==> config.mk <==
export PLATFORM = sky130hd
export DESIGN_NAME = tmr_readout
export DESIGN_NICKNAME = d
export VERILOG_FILES = /design/src/core/tmr_pkg.sv /design/src/core/tmr_conv_timer.sv /design/src/core/tmr_readout.sv
export SDC_FILE = /design/constraint.sdc
export NUM_CORES = 1
export LEC_CHECK = 0
export ABC_AREA = 1
export BUFFER_PORTS_ARGS = -buffer_cell sky130_fd_sc_hd__buf_2
export CORE_ASPECT_RATIO = 1.25
export CORE_MARGIN = 5
export CORE_UTILIZATION = 25
export CTS_CLUSTER_DIAMETER = 40
export DETAILED_ROUTE_END_ITERATION = 16
export PLACE_DENSITY = 0.36
export SYNTH_ARGS = -nofsm -noshare
export SYNTH_HDL_FRONTEND = slang
export SYNTH_SLANG_ARGS = --single-unit
==> constraint.sdc <==
create_clock -name mclk -period 3.1 [get_ports mclk]
set_clock_uncertainty 0.2 [all_clocks]
set_input_delay 0.31 -clock mclk [delete_from_list [all_inputs] [get_ports mclk]]
set_output_delay 0.31 -clock mclk [all_outputs]
set_load 0.01 [all_outputs]
==> src/core/tmr_pkg.sv <==
// tmr_pkg: constants, types and helpers for the thermometer readout block
package tmr_pkg;

    // ----------------------------------------------------------------
    // register pointer codes
    // ----------------------------------------------------------------
    localparam logic [1:0] PTR_RESULT = 2'h0;
    localparam logic [1:0] PTR_CONFIG = 2'h1;
    localparam logic [1:0] PTR_HYST = 2'h2;
    localparam logic [1:0] PTR_UPPER = 2'h3;

    // ----------------------------------------------------------------
    // configuration bit positions
    // ----------------------------------------------------------------
    localparam int CFG_SHUTDOWN = 0;
    localparam int CFG_MODE = 1;
    localparam int CFG_POLARITY = 2;
    localparam int CFG_FAULT_LO = 3;
    localparam int CFG_RES_LO = 5;
    localparam int CFG_NV_BUSY = 7;

    // ----------------------------------------------------------------
    // factory values and field masks
    // ----------------------------------------------------------------
    localparam logic [15:0] FACTORY_UPPER = 16'h5000;
    localparam logic [15:0] FACTORY_HYST = 16'h4B00;
    localparam logic [6:0] FACTORY_CONFIG = 7'h00;
    localparam logic [15:0] TRIP_LAYOUT_MASK = 16'hFFF0;

    // ----------------------------------------------------------------
    // timing
    // ----------------------------------------------------------------
    localparam int CLOCK_KHZ = 10_000;
    localparam int CONV9_TIME_MS = 25;
    localparam int NV_COPY_TIME_MS = 10;
    localparam int CONV9_CYCLES = CONV9_TIME_MS * CLOCK_KHZ;
    localparam int NV_COPY_CYCLES = NV_COPY_TIME_MS * CLOCK_KHZ;
    localparam int CONV_CNT_W = 22;
    localparam int NV_CNT_W = 17;

    // conversion sequencer states
    typedef enum logic [1:0] {
        ST_CONVERT = 2'b01,
        ST_STANDBY = 2'b10
    } tmr_state_t;

    // keeps the data bits selected by the resolution code
    function automatic logic [15:0] tmr_res_mask(input logic [1:0] res);
        logic [15:0] m;
        m = 16'hFF80;
        unique case (res)
            2'h0: m = 16'hFF80;
            2'h1: m = 16'hFFC0;
            2'h2: m = 16'hFFE0;
            2'h3: m = 16'hFFF0;
        endcase
        return m;
    endfunction : tmr_res_mask

    // consecutive faults needed for each fault code
    function automatic logic [2:0] tmr_fault_limit(input logic [1:0] sel);
        logic [2:0] n;
        n = 3'h1;
        unique case (sel)
            2'h0: n = 3'h1;
            2'h1: n = 3'h2;
            2'h2: n = 3'h4;
            2'h3: n = 3'h6;
        endcase
        return n;
    endfunction : tmr_fault_limit

endpackage : tmr_pkg

==> src/core/tmr_conv_timer.sv <==
// tmr_conv_timer: times one conversion, length set by resolution
module tmr_conv_timer
    import tmr_pkg::*;
#(
    parameter int CONV9_LEN = CONV9_CYCLES
)
(
    // clock and reset
    input wire logic mclk,
    input wire logic reset,
    // control
    input wire logic start,
    input wire logic [1:0] res,
    // status
    output logic busy,
    output logic done
);

    logic [CONV_CNT_W-1:0] remain;

    // ----------------------------------------------------------------
    // countdown
    // ----------------------------------------------------------------
    // length latched at start, so a resolution change mid-way
    // only affects the next conversion
    always_ff @(posedge mclk)
    begin
        if (reset)
        begin
            remain <= '0;
            busy <= 1'b0;
            done <= 1'b0;
        end
        else
        begin
            done <= 1'b0;
            if (start && !busy)
            begin
                remain <= CONV_CNT_W'(CONV9_LEN) << res;
                busy <= 1'b1;
            end
            else if (busy)
            begin
                if (remain <= CONV_CNT_W'(1))
                begin
                    busy <= 1'b0;
                    done <= 1'b1;
                end
                remain <= remain - CONV_CNT_W'(1);
            end
        end
    end

endmodule : tmr_conv_timer

==> src/core/tmr_readout.sv <==
// tmr_readout: result, trip points, configuration and alarm of the thermometer
module tmr_readout
    import tmr_pkg::*;
#(
    parameter int CONV9_LEN = CONV9_CYCLES,
    parameter int NV_COPY_LEN = NV_COPY_CYCLES
)
(
    // clock and resets
    input wire logic mclk,
    input wire logic reset,
    input wire logic factory_reset,
    // register port from the serial engine
    input wire logic [1:0] reg_ptr,
    input wire logic reg_wr,
    input wire logic reg_rd,
    input wire logic [15:0] reg_wdata,
    output logic [15:0] reg_rdata,
    // nonvolatile commit command
    input wire logic nv_commit,
    // converter sample, 1/16 degree steps, signed
    input wire logic [11:0] adc_temp,
    // status
    output logic conv_active,
    output logic standby,
    // open-drain alarm pin
    input wire logic alarm_pin_in,
    output logic alarm_pin_out,
    output logic alarm_pin_oe
);

    // ----------------------------------------------------------------
    // declarations
    // ----------------------------------------------------------------
    tmr_state_t state;
    logic [15:0] result;
    logic [15:0] sh_upper;
    logic [15:0] sh_hyst;
    logic [6:0] sh_config;
    logic [15:0] nv_upper;
    logic [15:0] nv_hyst;
    logic [6:0] nv_config;
    logic nv_busy_flag;
    logic [NV_CNT_W-1:0] nv_remain;
    logic conv_start;
    logic conv_busy;
    logic conv_done;
    logic alarm_active;
    logic expect_low;
    logic [2:0] fault_cnt;
    logic [1:0] resolution_sel;
    logic [1:0] fault_count_sel;
    logic shutdown_select;
    logic thermostat_mode_select;
    logic alarm_polarity;
    logic [15:0] res_mask;
    logic [15:0] next_result;
    logic above_upper;
    logic below_hyst;
    logic [2:0] fault_limit;
    logic [2:0] next_fault_cnt;
    logic enter_shutdown;

    // ----------------------------------------------------------------
    // configuration fields
    // ----------------------------------------------------------------
    // fields come from the shadow copy, so host writes act at once
    assign shutdown_select = sh_config[CFG_SHUTDOWN];
    assign thermostat_mode_select = sh_config[CFG_MODE];
    assign alarm_polarity = sh_config[CFG_POLARITY];
    assign fault_count_sel = sh_config[CFG_FAULT_LO +: 2];
    assign resolution_sel = sh_config[CFG_RES_LO +: 2];

    // ----------------------------------------------------------------
    // conversion timing
    // ----------------------------------------------------------------
    // conversions repeat while the sequencer is converting, with a two-cycle gap
    assign conv_start = (state == ST_CONVERT) && !conv_busy && !conv_done;

    tmr_conv_timer #(
        .CONV9_LEN(CONV9_LEN)
    ) u_timer (
        .mclk(mclk),
        .reset(reset),
        .start(conv_start),
        .res(resolution_sel),
        .busy(conv_busy),
        .done(conv_done)
    );

    // ----------------------------------------------------------------
    // result formatting and limit compare
    // ----------------------------------------------------------------
    // twelve converter bits, cut here to the resolution so low bits read zero
    assign res_mask = tmr_res_mask(resolution_sel);
    assign next_result = {adc_temp, 4'h0} & res_mask;

    // signed strict compare against the truncated trip values
    assign above_upper = $signed(next_result) > $signed(sh_upper & res_mask);
    assign below_hyst = $signed(next_result) < $signed(sh_hyst & res_mask);
    assign fault_limit = tmr_fault_limit(fault_count_sel);
    assign next_fault_cnt = 3'(fault_cnt + 3'h1);

    // shutdown is entered when a conversion completes with the bit set
    assign enter_shutdown = conv_done && shutdown_select;

    // ----------------------------------------------------------------
    // conversion sequencer
    // ----------------------------------------------------------------
    // reset starts in converting, so power-up in shutdown still measures once
    always_ff @(posedge mclk)
    begin
        if (reset)
        begin
            state <= ST_CONVERT;
        end
        else
        begin
            unique case (state)
                ST_CONVERT:
                begin
                    if (enter_shutdown)
                    begin
                        state <= ST_STANDBY;
                    end
                end
                ST_STANDBY:
                begin
                    if (!shutdown_select)
                    begin
                        state <= ST_CONVERT;
                    end
                end
                default:
                begin
                    state <= ST_CONVERT;
                end
            endcase
        end
    end

    assign conv_active = conv_busy;
    assign standby = (state == ST_STANDBY);

    // ----------------------------------------------------------------
    // result register
    // ----------------------------------------------------------------
    // only a finished conversion writes it; reads never reach the converter
    always_ff @(posedge mclk)
    begin
        if (reset)
        begin
            result <= 16'h0000;
        end
        else if (conv_done)
        begin
            result <= next_result;
        end
    end

    // ----------------------------------------------------------------
    // nonvolatile cells
    // ----------------------------------------------------------------
    // survive the ordinary reset; only the factory reset reloads shipped values
    always_ff @(posedge mclk)
    begin
        if (factory_reset)
        begin
            nv_upper <= FACTORY_UPPER;
            nv_hyst <= FACTORY_HYST;
            nv_config <= FACTORY_CONFIG;
        end
        else if (nv_commit && !nv_busy_flag)
        begin
            nv_upper <= sh_upper;
            nv_hyst <= sh_hyst;
            nv_config <= sh_config;
        end
    end

    // copy timer; a commit while busy is ignored, the cells are being written
    always_ff @(posedge mclk)
    begin
        if (reset)
        begin
            nv_busy_flag <= 1'b0;
            nv_remain <= '0;
        end
        else if (nv_commit && !nv_busy_flag)
        begin
            nv_busy_flag <= 1'b1;
            nv_remain <= NV_CNT_W'(NV_COPY_LEN);
        end
        else if (nv_busy_flag)
        begin
            if (nv_remain <= NV_CNT_W'(1))
            begin
                nv_busy_flag <= 1'b0;
            end
            nv_remain <= nv_remain - NV_CNT_W'(1);
        end
    end

    // ----------------------------------------------------------------
    // shadow registers
    // ----------------------------------------------------------------
    // reset reloads shadows from the cells: committed values become power-up state
    always_ff @(posedge mclk)
    begin
        if (reset)
        begin
            sh_upper <= nv_upper;
            sh_hyst <= nv_hyst;
            sh_config <= nv_config;
        end
        else if (reg_wr)
        begin
            unique case (reg_ptr)
                PTR_CONFIG:
                begin
                    sh_config <= reg_wdata[6:0];
                end
                PTR_HYST:
                begin
                    sh_hyst <= reg_wdata & TRIP_LAYOUT_MASK;
                end
                PTR_UPPER:
                begin
                    sh_upper <= reg_wdata & TRIP_LAYOUT_MASK;
                end
                PTR_RESULT:
                begin
                    // result is read-only; write dropped
                end
            endcase
        end
    end

    // ----------------------------------------------------------------
    // read data
    // ----------------------------------------------------------------
    // the configuration byte sits in the low lane, upper lane zero
    always_ff @(posedge mclk)
    begin
        if (reset)
        begin
            reg_rdata <= 16'h0000;
        end
        else if (reg_rd)
        begin
            unique case (reg_ptr)
                PTR_RESULT:
                begin
                    reg_rdata <= result;
                end
                PTR_CONFIG:
                begin
                    reg_rdata <= {8'h00, nv_busy_flag, sh_config};
                end
                PTR_HYST:
                begin
                    reg_rdata <= sh_hyst;
                end
                PTR_UPPER:
                begin
                    reg_rdata <= sh_upper;
                end
            endcase
        end
    end

    // ----------------------------------------------------------------
    // thermostat
    // ----------------------------------------------------------------
    // a read clear loses to a same-cycle set; shutdown entry never sets in interrupt mode
    always_ff @(posedge mclk)
    begin
        if (reset)
        begin
            alarm_active <= 1'b0;
            expect_low <= 1'b0;
            fault_cnt <= 3'h0;
        end
        else
        begin
            if (thermostat_mode_select && (reg_rd || enter_shutdown))
            begin
                alarm_active <= 1'b0;
            end
            if (conv_done)
            begin
                if (!thermostat_mode_select)
                begin
                    if (alarm_active)
                    begin
                        if (below_hyst)
                        begin
                            alarm_active <= 1'b0;
                        end
                        fault_cnt <= 3'h0;
                    end
                    else if (above_upper)
                    begin
                        if (next_fault_cnt >= fault_limit)
                        begin
                            alarm_active <= 1'b1;
                            fault_cnt <= 3'h0;
                        end
                        else
                        begin
                            fault_cnt <= next_fault_cnt;
                        end
                    end
                    else
                    begin
                        fault_cnt <= 3'h0;
                    end
                end
                else if (!alarm_active && !enter_shutdown)
                begin
                    // interrupt mode waits for a clear, then the opposite limit
                    if (expect_low ? below_hyst : above_upper)
                    begin
                        if (next_fault_cnt >= fault_limit)
                        begin
                            alarm_active <= 1'b1;
                            expect_low <= !expect_low;
                            fault_cnt <= 3'h0;
                        end
                        else
                        begin
                            fault_cnt <= next_fault_cnt;
                        end
                    end
                    else
                    begin
                        fault_cnt <= 3'h0;
                    end
                end
            end
        end
    end

    // ----------------------------------------------------------------
    // alarm pin
    // ----------------------------------------------------------------
    // open drain: only pulls low, so enable is high when the wanted level is low
    always_ff @(posedge mclk)
    begin
        if (reset)
        begin
            alarm_pin_oe <= 1'b0;
        end
        else
        begin
            alarm_pin_oe <= alarm_active ^ alarm_polarity;
        end
    end

    assign alarm_pin_out = 1'b0;

    // pin level read back is not used inside; kept for the pad model
    logic unused_pin;
    assign unused_pin = alarm_pin_in;

endmodule : tmr_readout

==> flow_summary.json <==
{
  "outcome": "finished clean",
  "fin_crit_sh": 0.851,
  "end_kind": "register",
  "startpoint_type": "register",
  "final_nets": 1141,
  "finalSetupTns_ns": 0,
  "crit_arrival_ns": 2.72,
  "ys_top_cells_by_area": "dfxtp_1, edfxtp_1, nand2_1, a21oi_1, ha_1",
  "reg2reg_slack_ns": 0.46,
  "dp_slack_ns": 0.442,
  "hold_viol": 0,
  "final_common_cell": "nand2_1",
  "reg2reg_depth": 19,
  "htree_levels": 4,
  "insertion_delay_ns": 0.43,
  "firstDrtPassIters": 5,
  "initial_core_util": 0.254,
  "timing.fmax_mhz": 379,
  "syn_inst": 992,
  "min_from": "reg_wdata[14]",
  "slew_viol_final": 0,
  "intPower_w": 0.00428,
  "worstReg2RegStart": "sh_config[6]",
  "grt-ovfl-total": 0,
  "grt_usage": 0.142,
  "clock-sinks": 156,
  "grt_max_degree": 60,
  "p_clk_frac": 0.316,
  "num_rows": 71,
  "yosysTopAreaCell": "dfxtp_1",
  "setup_slack_ns": 0.462,
  "drt-total-wl_um": 24000,
  "leakagePower_nw": 4.15,
  "power_frac_comb": 0.296,
  "slowest_delay_ns": 0.47,
  "antenna_found_initial": 0,
  "rsz0062_at_grt": "false",
  "post-cts-setup-buffer-count": 0,
  "area_growth_pct": 20.6,
  "synth_fp_nets": 1064,
  "synth_ff_type": "dfxtp_1",
  "dieWidth_um": 167,
  "die_h_um": 206,
  "min_path_cells": 3,
  "dieArea_sq_mm": 0.0344,
  "final_cell_mix": "nand2_1, dfxtp_1, inv_1",
  "core_sq_mm": 0.0302,
  "cp.buffers_inverters": 3,
  "drive_gt1_frac": 0.142,
  "switching_share": 0.366,
  "power_switching_w": 0.00247,
  "cts_tree": "done",
  "ys_async_sr_fraction": 0,
  "path_max_fanout": 5,
  "drt_iter0_drc": 326,
  "avgSynthCellArea_sq_um": 7.75,
  "min_to": "sh_hyst[14]",
  "gp_congestion": 0.793,
  "hpwl_um": 17100,
  "yosys_register_bits": 156,
  "io_pins": 57,
  "worstSetupPathType": "reg -> reg",
  "vdd.ir_drop.worst_v": 0.000310,
  "ant_nets": 0,
  "crit_top_cell": "nand2_1",
  "synth_area_sq_mm": 0.00768,
  "clk_pin_slew_worst_paths_ns": 0.06,
  "crit_chain": "inv_1 > ha_1 > inv_1 > nand2_1 > inv_1 > ha_1 > nand2_1 > nor2_1 > nor2_2 > nand2_1 > nand2_2 > nand2_2 > nand2_1 > nand2_2 > nand3_2 > nand2_2 > nand3_1 > nand2_1 > a21oi_1",
  "wl_per_cell_um": 16.2,
  "drc": 0,
  "maxCapViolCount": 0,
  "crit_required_ns": 3.18,
  "tightest_slew_ns": 0.587,
  "cp_top_family": "simple AND/OR/NAND/NOR gates",
  "ys_types": 48,
  "power_frac_seq": 0.388,
  "yosysWarnings": 0,
  "cts_root_buffer": "clkbuf_16",
  "finalCriticalPeriod_ns": 2.64,
  "p_per_area_mw_per_mm2": 728,
  "num_vias": 6636,
  "slew_headroom": 0.609,
  "ys_seq_area_frac": 0.457,
  "hp-class": "in -> reg",
  "grt_pass1_vias": 6701,
  "via_per_inst": 4.47,
  "power_w": 0.00675,
  "diodes": 0,
  "port_buffers": 54,
  "grt_pass1_wl_um": 38000,
  "synth_edf_count": 39,
  "rr_endpoint": "expect_low",
  "clk_path_buf_depth": 2,
  "cp_slowest_cell": "edfxtp_1",
  "cts_buffers": 17,
  "synth_top_area_share": 0.305,
  "setup_viol": 0
}
==> power by group through the flow <==
stage	clock (W)	combinational, W	sequential, W
2_1_floorplan	0	0.00149	0.00258
3_3_place_gp	0	0.00200	0.00267
3_5_place_dp	0	0.00199	0.00266
4_1_cts	0.00221	0.00203	0.00262
5_1_grt	0.00228	0.00229	0.00266
6_report	0.00213	0.00199	0.00262
==> registers in the layout (all words and copies together), names as in the netlist, 2 cells and up <==
| register | flops |
|---|---|
| u_timer.remain | 22 |
| nv_remain | 17 |
| nv_hyst | 16 |
| nv_upper | 16 |
| reg_rdata | 16 |
| sh_hyst | 16 |
| sh_upper | 16 |
| result | 12 |
| nv_config | 7 |
| sh_config | 7 |
| fault_cnt | 3 |
| state | 2 |
==> per-stage QoR <==
stage               hold slack (ns)  cells  cell area (sq um)   util
finish                       0.0215   1483               9270  0.307
global route                0.00924   1483               9270  0.307
CTS                         0.00527   1483               9270  0.307
detailed placement            0.257   1429               8460  0.280
global placement              0.258   1429               8460  0.280
floorplan                     0.245    992               7680      -
==> repair_timing <==
action / in CTS / in global routing
gates resized for setup: 0 / 0
hold endpoints to repair: 30 / 0
hold buffers: 22 / 0
==> cell families (layout without fill, tap and decap cells) <==
group	count (synthesis)	after routing	synth area share
AND/OR/NAND/NOR	405	405	0.232
AO/OA/AOI/OAI	227	227	0.166
buffers and inverters	161	251	0.0803
flip-flops	156	156	0.457
adder cells (fa/ha/maj)	35	35	0.0570
XOR/XNOR	7	7	0.00798
other	1	1	0.000488
==> how the worst max path moves through the flow <==
| stage | startpoint | end | cells after the start |
|---|---|---|---|
| floorplan | reg_ptr[1] | sh_hyst[0] | 4 |
| global placement | sh_config[6] | expect_low | 19 |
| detailed placement | sh_config[6] | expect_low | 19 |
| CTS | sh_config[6] | expect_low | 19 |
| global route | sh_config[6] | fault_cnt[2] | 17 |
| finish | sh_config[6] | expect_low | 19 |
==> layer usage <==
layer  GRT usage  vias up  routed length (um)
li1            -     3449                   -
met1       0.179     3077               11300
met2       0.245       82               11600
met3      0.0256       28                 609
met4      0.0468        0                 491
met5           0        -                   0
==> area by class of cell <==
class | count | area [sq um]
Clock buffer | 25 | 549
Clock inverter | 7 | 46.3
Fill cell | 3332 | 20900
Inverter | 124 | 465
Multi-Input combinational cell | 675 | 3560
Sequential cell | 156 | 3510
Tap cell | 401 | 502
Timing Repair Buffer | 95 | 633
==> cells in the mapped netlist, drive strengths merged (6+ instances only) <==
cell	count
o211ai	7
nand2	220
a211oi	11
nand3	35
nand4	10
edfxtp	39
clkbuf	30
o22ai	7
buf	7
o21ai	82
a221oi	6
dfxtp	117
nor2	117
ha	35
inv	122
nor4	6
a31oi	9
a21oi	91
nor3	11
==> worst reg2reg max path, stage by stage, from the launching register on <==
cell      delay [ns]
edfxtp_1        0.47
inv_1           0.19
ha_1            0.17
inv_1           0.08
nand2_1         0.09
inv_1           0.06
ha_1            0.27
nand2_1         0.08
nor2_1          0.14
nor2_2          0.04
nand2_1         0.06
nand2_2         0.06
nand2_2         0.07
nand2_1         0.06
nand2_2         0.07
nand3_2         0.08
nand2_2         0.09
nand3_1         0.07
nand2_1         0.08
a21oi_1         0.06
No activity file was read; power rests on OpenSTA's default activity.
